[src/hw/nbsp_consts.svh]
`ifndef NBSP_CONSTS_SVH
`define NBSP_CONSTS_SVH

// ----------------------------------------------------------------
// register offsets
// ----------------------------------------------------------------
`define NBSP_OFS_CTRL    3'h0
`define NBSP_OFS_DATA    3'h1
`define NBSP_OFS_RELOAD  3'h2
`define NBSP_OFS_RATE    3'h3
`define NBSP_OFS_ISTAT   3'h4
`define NBSP_OFS_ICLR    3'h5
`define NBSP_OFS_IEN     3'h6

// ----------------------------------------------------------------
// serial_control_reg fields
// ----------------------------------------------------------------
`define NBSP_CTL_RXDONE  0
`define NBSP_CTL_TXDONE  1
`define NBSP_CTL_RX9     2
`define NBSP_CTL_TX9     3
`define NBSP_CTL_RXEN    4
`define NBSP_CTL_MPEN    5

// ----------------------------------------------------------------
// rate config, interrupt fields
// ----------------------------------------------------------------
`define NBSP_RATE_SYSTEM_CLOCK 0
`define NBSP_RATE_PS_LO  1
`define NBSP_RATE_PS_HI  2
`define NBSP_INT_RX      0
`define NBSP_INT_TX      1

// ----------------------------------------------------------------
// reset values
// ----------------------------------------------------------------
`define NBSP_CTRL_RST    8'h00
`define NBSP_RELOAD_RST  8'h00
`define NBSP_RATE_RST    3'h0
`define NBSP_INT_RST     2'h0

// ----------------------------------------------------------------
// frame and timer counts
// ----------------------------------------------------------------
`define NBSP_TX_STOP_IDX 4'ha
`define NBSP_RX_LAST_IDX 4'h8
`define NBSP_CNT_TOP     8'hff
`define NBSP_PS_CODE12   2'h0
`define NBSP_PS_CODE4    2'h1
`define NBSP_PS_CODE48   2'h2
`define NBSP_PS_DIV12    6'h0c
`define NBSP_PS_DIV4     6'h04
`define NBSP_PS_DIV48    6'h30

`endif

[src/hw/nbsp_pkg.sv]
`default_nettype none
package nbsp_pkg;
  typedef logic [7:0] nbsp_data_type;
  typedef logic [2:0] nbsp_addr_type;
  typedef enum logic [1:0] {
    RX_IDLE,
    RX_START,
    RX_DATA,
    RX_STOP
  } nbsp_rx_state_type;
endpackage : nbsp_pkg
`default_nettype wire

[src/hw/nbsp_rate_if.sv]
`default_nettype none
interface nbsp_rate_if;
  logic [7:0] reload;
  logic       system_clock_sel;
  logic [1:0] prescale_sel;
  logic       ovf;
  modport ctl (output reload, output system_clock_sel, output prescale_sel,
               input ovf);
  modport tmr (input reload, input system_clock_sel, input prescale_sel,
               output ovf);
endinterface : nbsp_rate_if
`default_nettype wire

[src/hw/nbsp_top.sv]
// What this block does
// - frame is start, eight data bits lsb first, ninth bit, stop
// - transmitted ninth bit comes from tx_ninth_bit control flag
// - received ninth bit goes to rx_ninth_bit; stop bit unchecked
// - writing serial_data_buffer starts a new transmit frame only while no frame is on the wire
// - tx_done_flag sets when the stop bit time begins
// - receiver starts a frame only while rx_enable_ctl is one; a frame under way still completes
// - accept frame only if rx_done_flag clear and filter passes
// - accepted frame loads buffer, ninth bit, sets rx_done_flag
// - rejected frame leaves buffer, ninth bit and flag alone
// - interrupt requested when an enabled done flag sets
// - prescale code selects clock divided by 12, 4 or 48
//
// Chosen here: the register offsets and the plain strobed port.
`include "nbsp_consts.svh"
`default_nettype none
module nbsp_top (
  input  wire logic                  clk,
  input  wire logic                  rst_n,
  input  wire nbsp_pkg::nbsp_addr_type addr,
  input  wire nbsp_pkg::nbsp_data_type wdata,
  input  wire logic                  wr_en,
  input  wire logic                  rd_en,
  output var  nbsp_pkg::nbsp_data_type rdata,
  input  wire logic                  rxd,
  output var  logic                  txd,
  output var  logic                  irq
);
  import nbsp_pkg::*;

  localparam logic [7:0] ctrl_rst_val = `NBSP_CTRL_RST;

  nbsp_rate_if rif ();

  logic              mp_en_reg;
  logic              rx_en_reg;
  logic              tx9_reg;
  logic              rx9_reg;
  logic              tx_done_reg;
  logic              rx_done_reg;
  logic [7:0]        reload_reg;
  logic [2:0]        rate_reg;
  logic [1:0]        istat_reg;
  logic [1:0]        istat_next;
  logic [1:0]        ien_reg;
  logic              irq_reg;
  nbsp_data_type     rdata_reg;
  logic              wr_ctl;
  logic              wr_data;
  logic              ovf;
  logic              tx_busy_reg;
  logic [10:0]       tx_shift_reg;
  logic [3:0]        tx_idx_reg;
  logic              tx_half_reg;
  logic              txd_reg;
  logic              tx9_sent_reg;
  logic              tx_load;
  logic              tx_set;
  nbsp_rx_state_type rx_state_reg;
  logic [8:0]        rx_shift_reg;
  logic [3:0]        rx_cnt_reg;
  logic              rx_half_reg;
  logic [7:0]        rx_buf_reg;
  logic              rx_finish;
  logic              rx_ok;
  logic              rx_accept;

  // ----------------------------------------------------------------
  // bit-rate timer
  // ----------------------------------------------------------------
  assign rif.reload       = reload_reg;
  assign rif.system_clock_sel   = rate_reg[`NBSP_RATE_SYSTEM_CLOCK];
  assign rif.prescale_sel = rate_reg[`NBSP_RATE_PS_HI:`NBSP_RATE_PS_LO];
  assign ovf              = rif.ovf;

  nbsp_rate u_rate (
    .clk   (clk),
    .rst_n (rst_n),
    .rif   (rif)
  );

  // ----------------------------------------------------------------
  // register writes
  // ----------------------------------------------------------------
  assign wr_ctl  = wr_en && (addr == `NBSP_OFS_CTRL);
  assign wr_data = wr_en && (addr == `NBSP_OFS_DATA);

  always_ff @(posedge clk) begin
    if (!rst_n) begin
      mp_en_reg <= ctrl_rst_val[`NBSP_CTL_MPEN];
      rx_en_reg <= ctrl_rst_val[`NBSP_CTL_RXEN];
      tx9_reg   <= ctrl_rst_val[`NBSP_CTL_TX9];
    end else if (wr_ctl) begin
      mp_en_reg <= wdata[`NBSP_CTL_MPEN];
      rx_en_reg <= wdata[`NBSP_CTL_RXEN];
      tx9_reg   <= wdata[`NBSP_CTL_TX9];
    end
  end

  always_ff @(posedge clk) begin
    if (!rst_n) begin
      reload_reg <= `NBSP_RELOAD_RST;
      rate_reg   <= `NBSP_RATE_RST;
      ien_reg    <= `NBSP_INT_RST;
    end else if (wr_en) begin
      if (addr == `NBSP_OFS_RELOAD) begin
        reload_reg <= wdata;
      end
      if (addr == `NBSP_OFS_RATE) begin
        rate_reg <= wdata[2:0];
      end
      if (addr == `NBSP_OFS_IEN) begin
        ien_reg <= wdata[1:0];
      end
    end
  end

  // hardware set beats a software write in the same cycle
  always_ff @(posedge clk) begin
    if (!rst_n) begin
      tx_done_reg <= ctrl_rst_val[`NBSP_CTL_TXDONE];
    end else if (tx_set) begin
      tx_done_reg <= 1'b1;
    end else if (wr_ctl) begin
      tx_done_reg <= wdata[`NBSP_CTL_TXDONE];
    end
  end

  always_ff @(posedge clk) begin
    if (!rst_n) begin
      rx_done_reg <= ctrl_rst_val[`NBSP_CTL_RXDONE];
      rx9_reg     <= ctrl_rst_val[`NBSP_CTL_RX9];
      rx_buf_reg  <= 8'h00;
    end else if (rx_accept) begin
      rx_done_reg <= 1'b1;
      rx9_reg     <= rx_shift_reg[8];
      rx_buf_reg  <= rx_shift_reg[7:0];
    end else if (wr_ctl) begin
      rx_done_reg <= wdata[`NBSP_CTL_RXDONE];
      rx9_reg     <= wdata[`NBSP_CTL_RX9];
    end
  end

  // ----------------------------------------------------------------
  // read port, data only in the cycle after the strobe
  // ----------------------------------------------------------------
  always_ff @(posedge clk) begin
    if (!rst_n || !rd_en) begin
      rdata_reg <= 8'h00;
    end else begin
      case (addr)
        `NBSP_OFS_CTRL:   rdata_reg <= {2'h0, mp_en_reg, rx_en_reg,
                                        tx9_reg, rx9_reg, tx_done_reg,
                                        rx_done_reg};
        `NBSP_OFS_DATA:   rdata_reg <= rx_buf_reg;
        `NBSP_OFS_RELOAD: rdata_reg <= reload_reg;
        `NBSP_OFS_RATE:   rdata_reg <= {5'h00, rate_reg};
        `NBSP_OFS_ISTAT:  rdata_reg <= {6'h00, istat_reg};
        `NBSP_OFS_IEN:    rdata_reg <= {6'h00, ien_reg};
        default:          rdata_reg <= 8'h00;
      endcase
    end
  end

  // ----------------------------------------------------------------
  // interrupt
  // ----------------------------------------------------------------
  always_comb begin
    istat_next = istat_reg;
    if (wr_en && (addr == `NBSP_OFS_ICLR)) begin
      istat_next = istat_reg & ~wdata[1:0];
    end
    istat_next[`NBSP_INT_TX] = istat_next[`NBSP_INT_TX] | tx_set;
    istat_next[`NBSP_INT_RX] = istat_next[`NBSP_INT_RX] | rx_accept;
  end

  always_ff @(posedge clk) begin
    if (!rst_n) begin
      istat_reg <= `NBSP_INT_RST;
      irq_reg   <= 1'b0;
    end else begin
      istat_reg <= istat_next;
      irq_reg   <= |(istat_next & ien_reg);
    end
  end

  // ----------------------------------------------------------------
  // transmitter
  // ----------------------------------------------------------------
  // writes while a frame is on the wire are dropped, not queued
  assign tx_load = wr_data && !tx_busy_reg;
  assign tx_set  = tx_busy_reg && ovf && tx_half_reg &&
                   (tx_idx_reg == `NBSP_TX_STOP_IDX - 4'h1);

  always_ff @(posedge clk) begin
    if (!rst_n) begin
      tx_busy_reg  <= 1'b0;
      tx_shift_reg <= 11'h7ff;
      tx_idx_reg   <= 4'h0;
      tx_half_reg  <= 1'b0;
      txd_reg      <= 1'b1;
      tx9_sent_reg <= 1'b0;
    end else if (tx_load) begin
      tx_shift_reg <= {1'b1, tx9_reg, wdata, 1'b0};
      tx9_sent_reg <= tx9_reg;
      tx_busy_reg  <= 1'b1;
      tx_idx_reg   <= 4'h0;
      tx_half_reg  <= 1'b0;
      txd_reg      <= 1'b0;
    end else if (tx_busy_reg && ovf) begin
      tx_half_reg <= ~tx_half_reg;
      if (tx_half_reg) begin
        if (tx_idx_reg == `NBSP_TX_STOP_IDX) begin
          tx_busy_reg <= 1'b0;
          txd_reg     <= 1'b1;
        end else begin
          tx_idx_reg   <= tx_idx_reg + 4'h1;
          tx_shift_reg <= tx_shift_reg >> 1;
          txd_reg      <= tx_shift_reg[1];
        end
      end
    end
  end

  // ----------------------------------------------------------------
  // receiver
  // ----------------------------------------------------------------
  // overflow phase is free running, so sampling lands between the
  // start and the middle of each bit
  assign rx_finish = (rx_state_reg == RX_STOP) && ovf && rx_half_reg;
  assign rx_ok     = !rx_done_reg &&
                     (!mp_en_reg || rx_shift_reg[8]);
  assign rx_accept = rx_finish && rx_ok;

  always_ff @(posedge clk) begin
    if (!rst_n) begin
      rx_state_reg <= RX_IDLE;
      rx_shift_reg <= 9'h000;
      rx_cnt_reg   <= 4'h0;
      rx_half_reg  <= 1'b0;
    end else begin
      case (rx_state_reg)
        RX_IDLE: begin
          if (rx_en_reg && !rxd) begin
            rx_state_reg <= RX_START;
          end
        end
        RX_START: begin
          if (ovf) begin
            rx_state_reg <= rxd ? RX_IDLE : RX_DATA;
            rx_cnt_reg   <= 4'h0;
            rx_half_reg  <= 1'b0;
          end
        end
        RX_DATA: begin
          if (ovf) begin
            rx_half_reg <= ~rx_half_reg;
            if (rx_half_reg) begin
              rx_shift_reg <= {rxd, rx_shift_reg[8:1]};
              rx_cnt_reg   <= rx_cnt_reg + 4'h1;
              if (rx_cnt_reg == `NBSP_RX_LAST_IDX) begin
                rx_state_reg <= RX_STOP;
              end
            end
          end
        end
        RX_STOP: begin
          // stop level is never looked at
          if (ovf) begin
            rx_half_reg <= ~rx_half_reg;
            if (rx_half_reg) begin
              rx_state_reg <= RX_IDLE;
            end
          end
        end
        default: rx_state_reg <= RX_IDLE;
      endcase
    end
  end

  assign rdata = rdata_reg;
  assign txd   = txd_reg;
  assign irq   = irq_reg;
endmodule : nbsp_top
`default_nettype wire

[src/hw/nbsp_rate.sv]
`include "nbsp_consts.svh"
`default_nettype none
module nbsp_rate (
  input wire logic clk,
  input wire logic rst_n,
  nbsp_rate_if.tmr rif
);
  import nbsp_pkg::*;

  logic [5:0] pre_cnt_reg;
  logic [5:0] pre_div;
  logic       pre_tick;
  logic       tmr_tick;
  logic [7:0] cnt_reg;
  logic       ovf_reg;

  // ----------------------------------------------------------------
  // prescaler
  // ----------------------------------------------------------------
  always_comb begin
    case (rif.prescale_sel)
      `NBSP_PS_CODE12: pre_div = `NBSP_PS_DIV12;
      `NBSP_PS_CODE4:  pre_div = `NBSP_PS_DIV4;
      `NBSP_PS_CODE48: pre_div = `NBSP_PS_DIV48;
      default:         pre_div = `NBSP_PS_DIV12;
    endcase
  end

  // a count stranded above a new top clears to zero on the next clock, no short tick
  assign pre_tick = (pre_cnt_reg == pre_div - 6'h01);
  assign tmr_tick = rif.system_clock_sel | pre_tick;

  always_ff @(posedge clk) begin
    if (!rst_n || pre_cnt_reg >= pre_div - 6'h01) begin
      pre_cnt_reg <= 6'h00;
    end else begin
      pre_cnt_reg <= pre_cnt_reg + 6'h01;
    end
  end

  // ----------------------------------------------------------------
  // reloading counter, one overflow per half bit
  // ----------------------------------------------------------------
  always_ff @(posedge clk) begin
    if (!rst_n) begin
      cnt_reg <= 8'h00;
      ovf_reg <= 1'b0;
    end else begin
      ovf_reg <= 1'b0;
      if (tmr_tick) begin
        if (cnt_reg == `NBSP_CNT_TOP) begin
          cnt_reg <= rif.reload;
          ovf_reg <= 1'b1;
        end else begin
          cnt_reg <= cnt_reg + 8'h01;
        end
      end
    end
  end

  assign rif.ovf = ovf_reg;
endmodule : nbsp_rate
`default_nettype wire

[config.mk]
export PLATFORM = sky130hd
export DESIGN_NAME = nbsp_top
export DESIGN_NICKNAME = d
export VERILOG_FILES = /design/src/hw/nbsp_pkg.sv /design/src/hw/nbsp_rate_if.sv /design/src/hw/nbsp_top.sv /design/src/hw/nbsp_rate.sv
export VERILOG_INCLUDE_DIRS = /design/src /design/src/hw
export SDC_FILE = /design/constraint.sdc
export NUM_CORES = 1
export LEC_CHECK = 0
export BUFFER_PORTS_ARGS = -buffer_cell sky130_fd_sc_hd__buf_2
export CAP_MARGIN = 20
export CORE_ASPECT_RATIO = 1.4
export CORE_MARGIN = 2
export CORE_UTILIZATION = 25
export CTS_CLUSTER_DIAMETER = 50
export DETAILED_ROUTE_END_ITERATION = 12
export SLEW_MARGIN = 10
export SYNTH_ARGS = -nofsm -noshare
export SYNTH_HDL_FRONTEND = slang
export SYNTH_SLANG_ARGS = --single-unit
[constraint.sdc]
create_clock -name clk -period 2.91 [get_ports clk]
set_input_delay 0.582 -clock clk [delete_from_list [all_inputs] [get_ports clk]]
set_output_delay 0.582 -clock clk [all_outputs]
set_load 0.1 [all_outputs]
==> flow_metrics.tcl <==
set metrics [dict create \
    power_density_nw_per_um2 568 \
    cp-end-kind "register" \
    rr_worst_depth 5 \
    drc_errors 0 \
    crit_path_start_kind "input port" \
    die_h_um 151 \
    fp.coreArea_um2 15100 \
    h-tree-depth 3 \
    ys_warn_count 0 \
    worstHoldPathType "reg2reg" \
    clk_pin_slew_ns 0.06 \
    worstHoldEndpoint "u_rate.pre_cnt_reg[0]$_SDFF_PP0_" \
    setup_ws_ns 0.960 \
    r2r_setup_slack_ns 0.98 \
    synthAdderAreaFrac 0.0355 \
    synth_top_family_by_area "simple AND/OR/NAND/NOR gates" \
    place_congestion 0.845 \
    crit_type "in2reg" \
    fin_crit_ns 1.95 \
    fmax_mhz 513 \
    area_growth_pct 14.7 \
    cp.arrival_ns 2.21 \
    yosys.area.top_type "dfxtp_1" \
    synth_most_common_cell "dfxtp_1" \
    synth_xor_xnor_area_share 0.0248 \
    maxSlewViolCount 0 \
    antenna_cells 0 \
    setup_violations 0 \
    synth_area_leaders "dfxtp_1, mux2i_1, nor2_1" \
    cts_hold_buf 0 \
    globalRouteOverflowTotal 0 \
    largest_reg_flops 10 \
    fin_nets 483 \
    r2r-end "rx_buf_reg[6]$_SDFFE_PN0P_" \
    slew_headroom 0.543 \
    die_w_um 109 \
    skew_ns 0.0107 \
    post_drt_wl_per_cell_um 14.4 \
    synth_common_cells "dfxtp_1, nor2_1, nand2_1" \
    drt_iter0_drc 244 \
    dieArea_um2 16600 \
    cts_made_buffers 9 \
    dp_slack_ns 0.655 \
    avgSynthCellArea_um2 8.74 \
    grt_pass1_wl_mm 15.5 \
    synth.net_count 471 \
    outcome "complete, no violations" \
    synth_compound_area_frac 0.143 \
    finalHoldViolations 0 \
    synth_edf_count 0 \
    p_total_uw 2530 \
    dp_hpwl_mm 6.65 \
    peakVddDrop_uv 293 \
    start_util 0.257 \
    synthSimpleGateAreaFrac 0.224 \
    rsz0062_at_grt "false" \
    tns_ns 0 \
    clk_latency_ns 0.34 \
    vias 3184 \
    yosysUniqueCellTypes 56 \
    fp-row-count 53 \
    syn_area_um2 3880 \
    grt_pass1_vias 3166 \
    wl_mm 9.39 \
    syn-instance-count 444 \
    io_pins 26 \
    ys_ff_latch 86 \
    vias_per_cell 4.88 \
    tightest_slew_ns 0.684 \
    drive_above_1_share 0.121 \
    crit_fanout 21 \
    worstReg2RegStart "u_rate.rif.ovf$_SDFF_PN0_" \
    drv_cap 0 \
    finalCritPeriodShare 0.670 \
    ant_nets 0 \
    clock-root-buffer "clkbuf_16" \
    synth.area.mux_share 0.0848 \
    cts_resized 0 \
    portBuffers 25 \
    cp_data_required_time_ns 3.17 \
    cts_sinks 86 \
    synth_ff_type "dfxtp_1" \
    grt_max_degree 35 \
    hp-start "u_rate.pre_cnt_reg[0]$_SDFF_PP0_" \
    cts_buffer_depth 2 \
    synthArstFlopShare 0 \
    cts_setup_buffers 0 \
    holdPathStages 1 \
    cts_tree "done" \
    p_leak_uw 0.00172 \
    synth.top_cell.area_share 0.444 \
    ys_seq_area_frac 0.444 \
    grt.total_usage 0.121 \
    antenna_found_initial 0 \
    firstDrtPassIters 4 \
]
-- critical path, stage by stage --
cell	delay, ns
buf_2	0.26
nor2b_2	0.31
nand3b_1	0.52
and3_1	0.37
o21ai_0	0.17
-- report_power, final --
part / internal [uW] / leakage [uW] / switching, uW / total (uW)
combinational: 35.9 / 0.000876 / 74.3 / 110
sequential: 1190 / 0.000695 / 12.8 / 1200
clock: 750 / 0.000152 / 466 / 1220
total: 1980 / 0.00172 / 553 / 2530
-- worst max-delay path by stage --
stage | startpoint | endpoint | slack, ns | depth (start not counted)
final | addr[0] | tx_shift_reg[2]$_SDFFE_PN1P_ | 0.96 | 5
after detailed placement | addr[0] | tx_shift_reg[2]$_SDFFE_PN1P_ | 0.66 | 5
after global placement | addr[0] | tx_idx_reg[1]$_SDFFE_PP0P_ | 0.75 | 5
after CTS | addr[0] | tx_shift_reg[2]$_SDFFE_PN1P_ | 1.0 | 5
after global routing | addr[0] | tx_idx_reg[1]$_SDFFE_PP0P_ | 0.79 | 5
after floorplan | rate_reg[1]$_SDFFE_PN0P_ | u_rate.cnt_reg[7]$_SDFFE_PN0P_ | 1.18 | 6
-- metrics by stage --
step / instance area, um2 / instances / utilization / hold WS [ns]
after floorplan: 3880 / 444 / - / 0.418
after detailed placement: 4140 / 637 / 0.274 / 0.437
after global placement: 4140 / 637 / 0.274 / 0.430
final: 4450 / 653 / 0.294 / 0.451
after CTS: 4450 / 653 / 0.294 / 0.455
after global routing: 4450 / 653 / 0.294 / 0.466
-- kinds of logic (layout without fill, tap and decap cells) --
logic type / after synthesis / in the layout
mux: 29 / 29
xor+xnor: 11 / 11
other cells: 1 / 1
fa+ha+maj: 11 / 11
compound gates: 88 / 88
flops: 86 / 86
buf+inv: 37 / 54
simple gates: 181 / 181
-- cells in the final DEF, fill, tap and decap left out, drive strengths merged, types with 3 or more instances in the layout --
master	n
a211oi	6
a21o	4
a21oi	31
a31oi	3
and3	14
and4	3
buf	27
clkbuf	10
clkinv	3
dfxtp	86
ha	11
inv	11
mux2i	25
mux4	3
nand2	54
nand3	20
nand3b	3
nand4	3
nor2	60
nor2b	8
nor3	3
o21ai	25
xnor2	3
xor2	8
-- area by class of cell --
class,count,area [um2]
fillers,1583,10700
multi-input cells,321,1990
flip-flops and latches,86,1720
well taps,192,240
clock buffers,10,229
repair buffers,27,140
clock inverters,6,86.3
inverters,11,41.3
-- routing by layer --
layer  up-vias  track usage  wire length, um
met5         -            0                0
met4         0       0.0772              352
met3        24       0.0172              302
met2        63        0.210             4710
met1      1525        0.136             4030
li1       1572            -                -
Power figures use the tool's default switching activity.
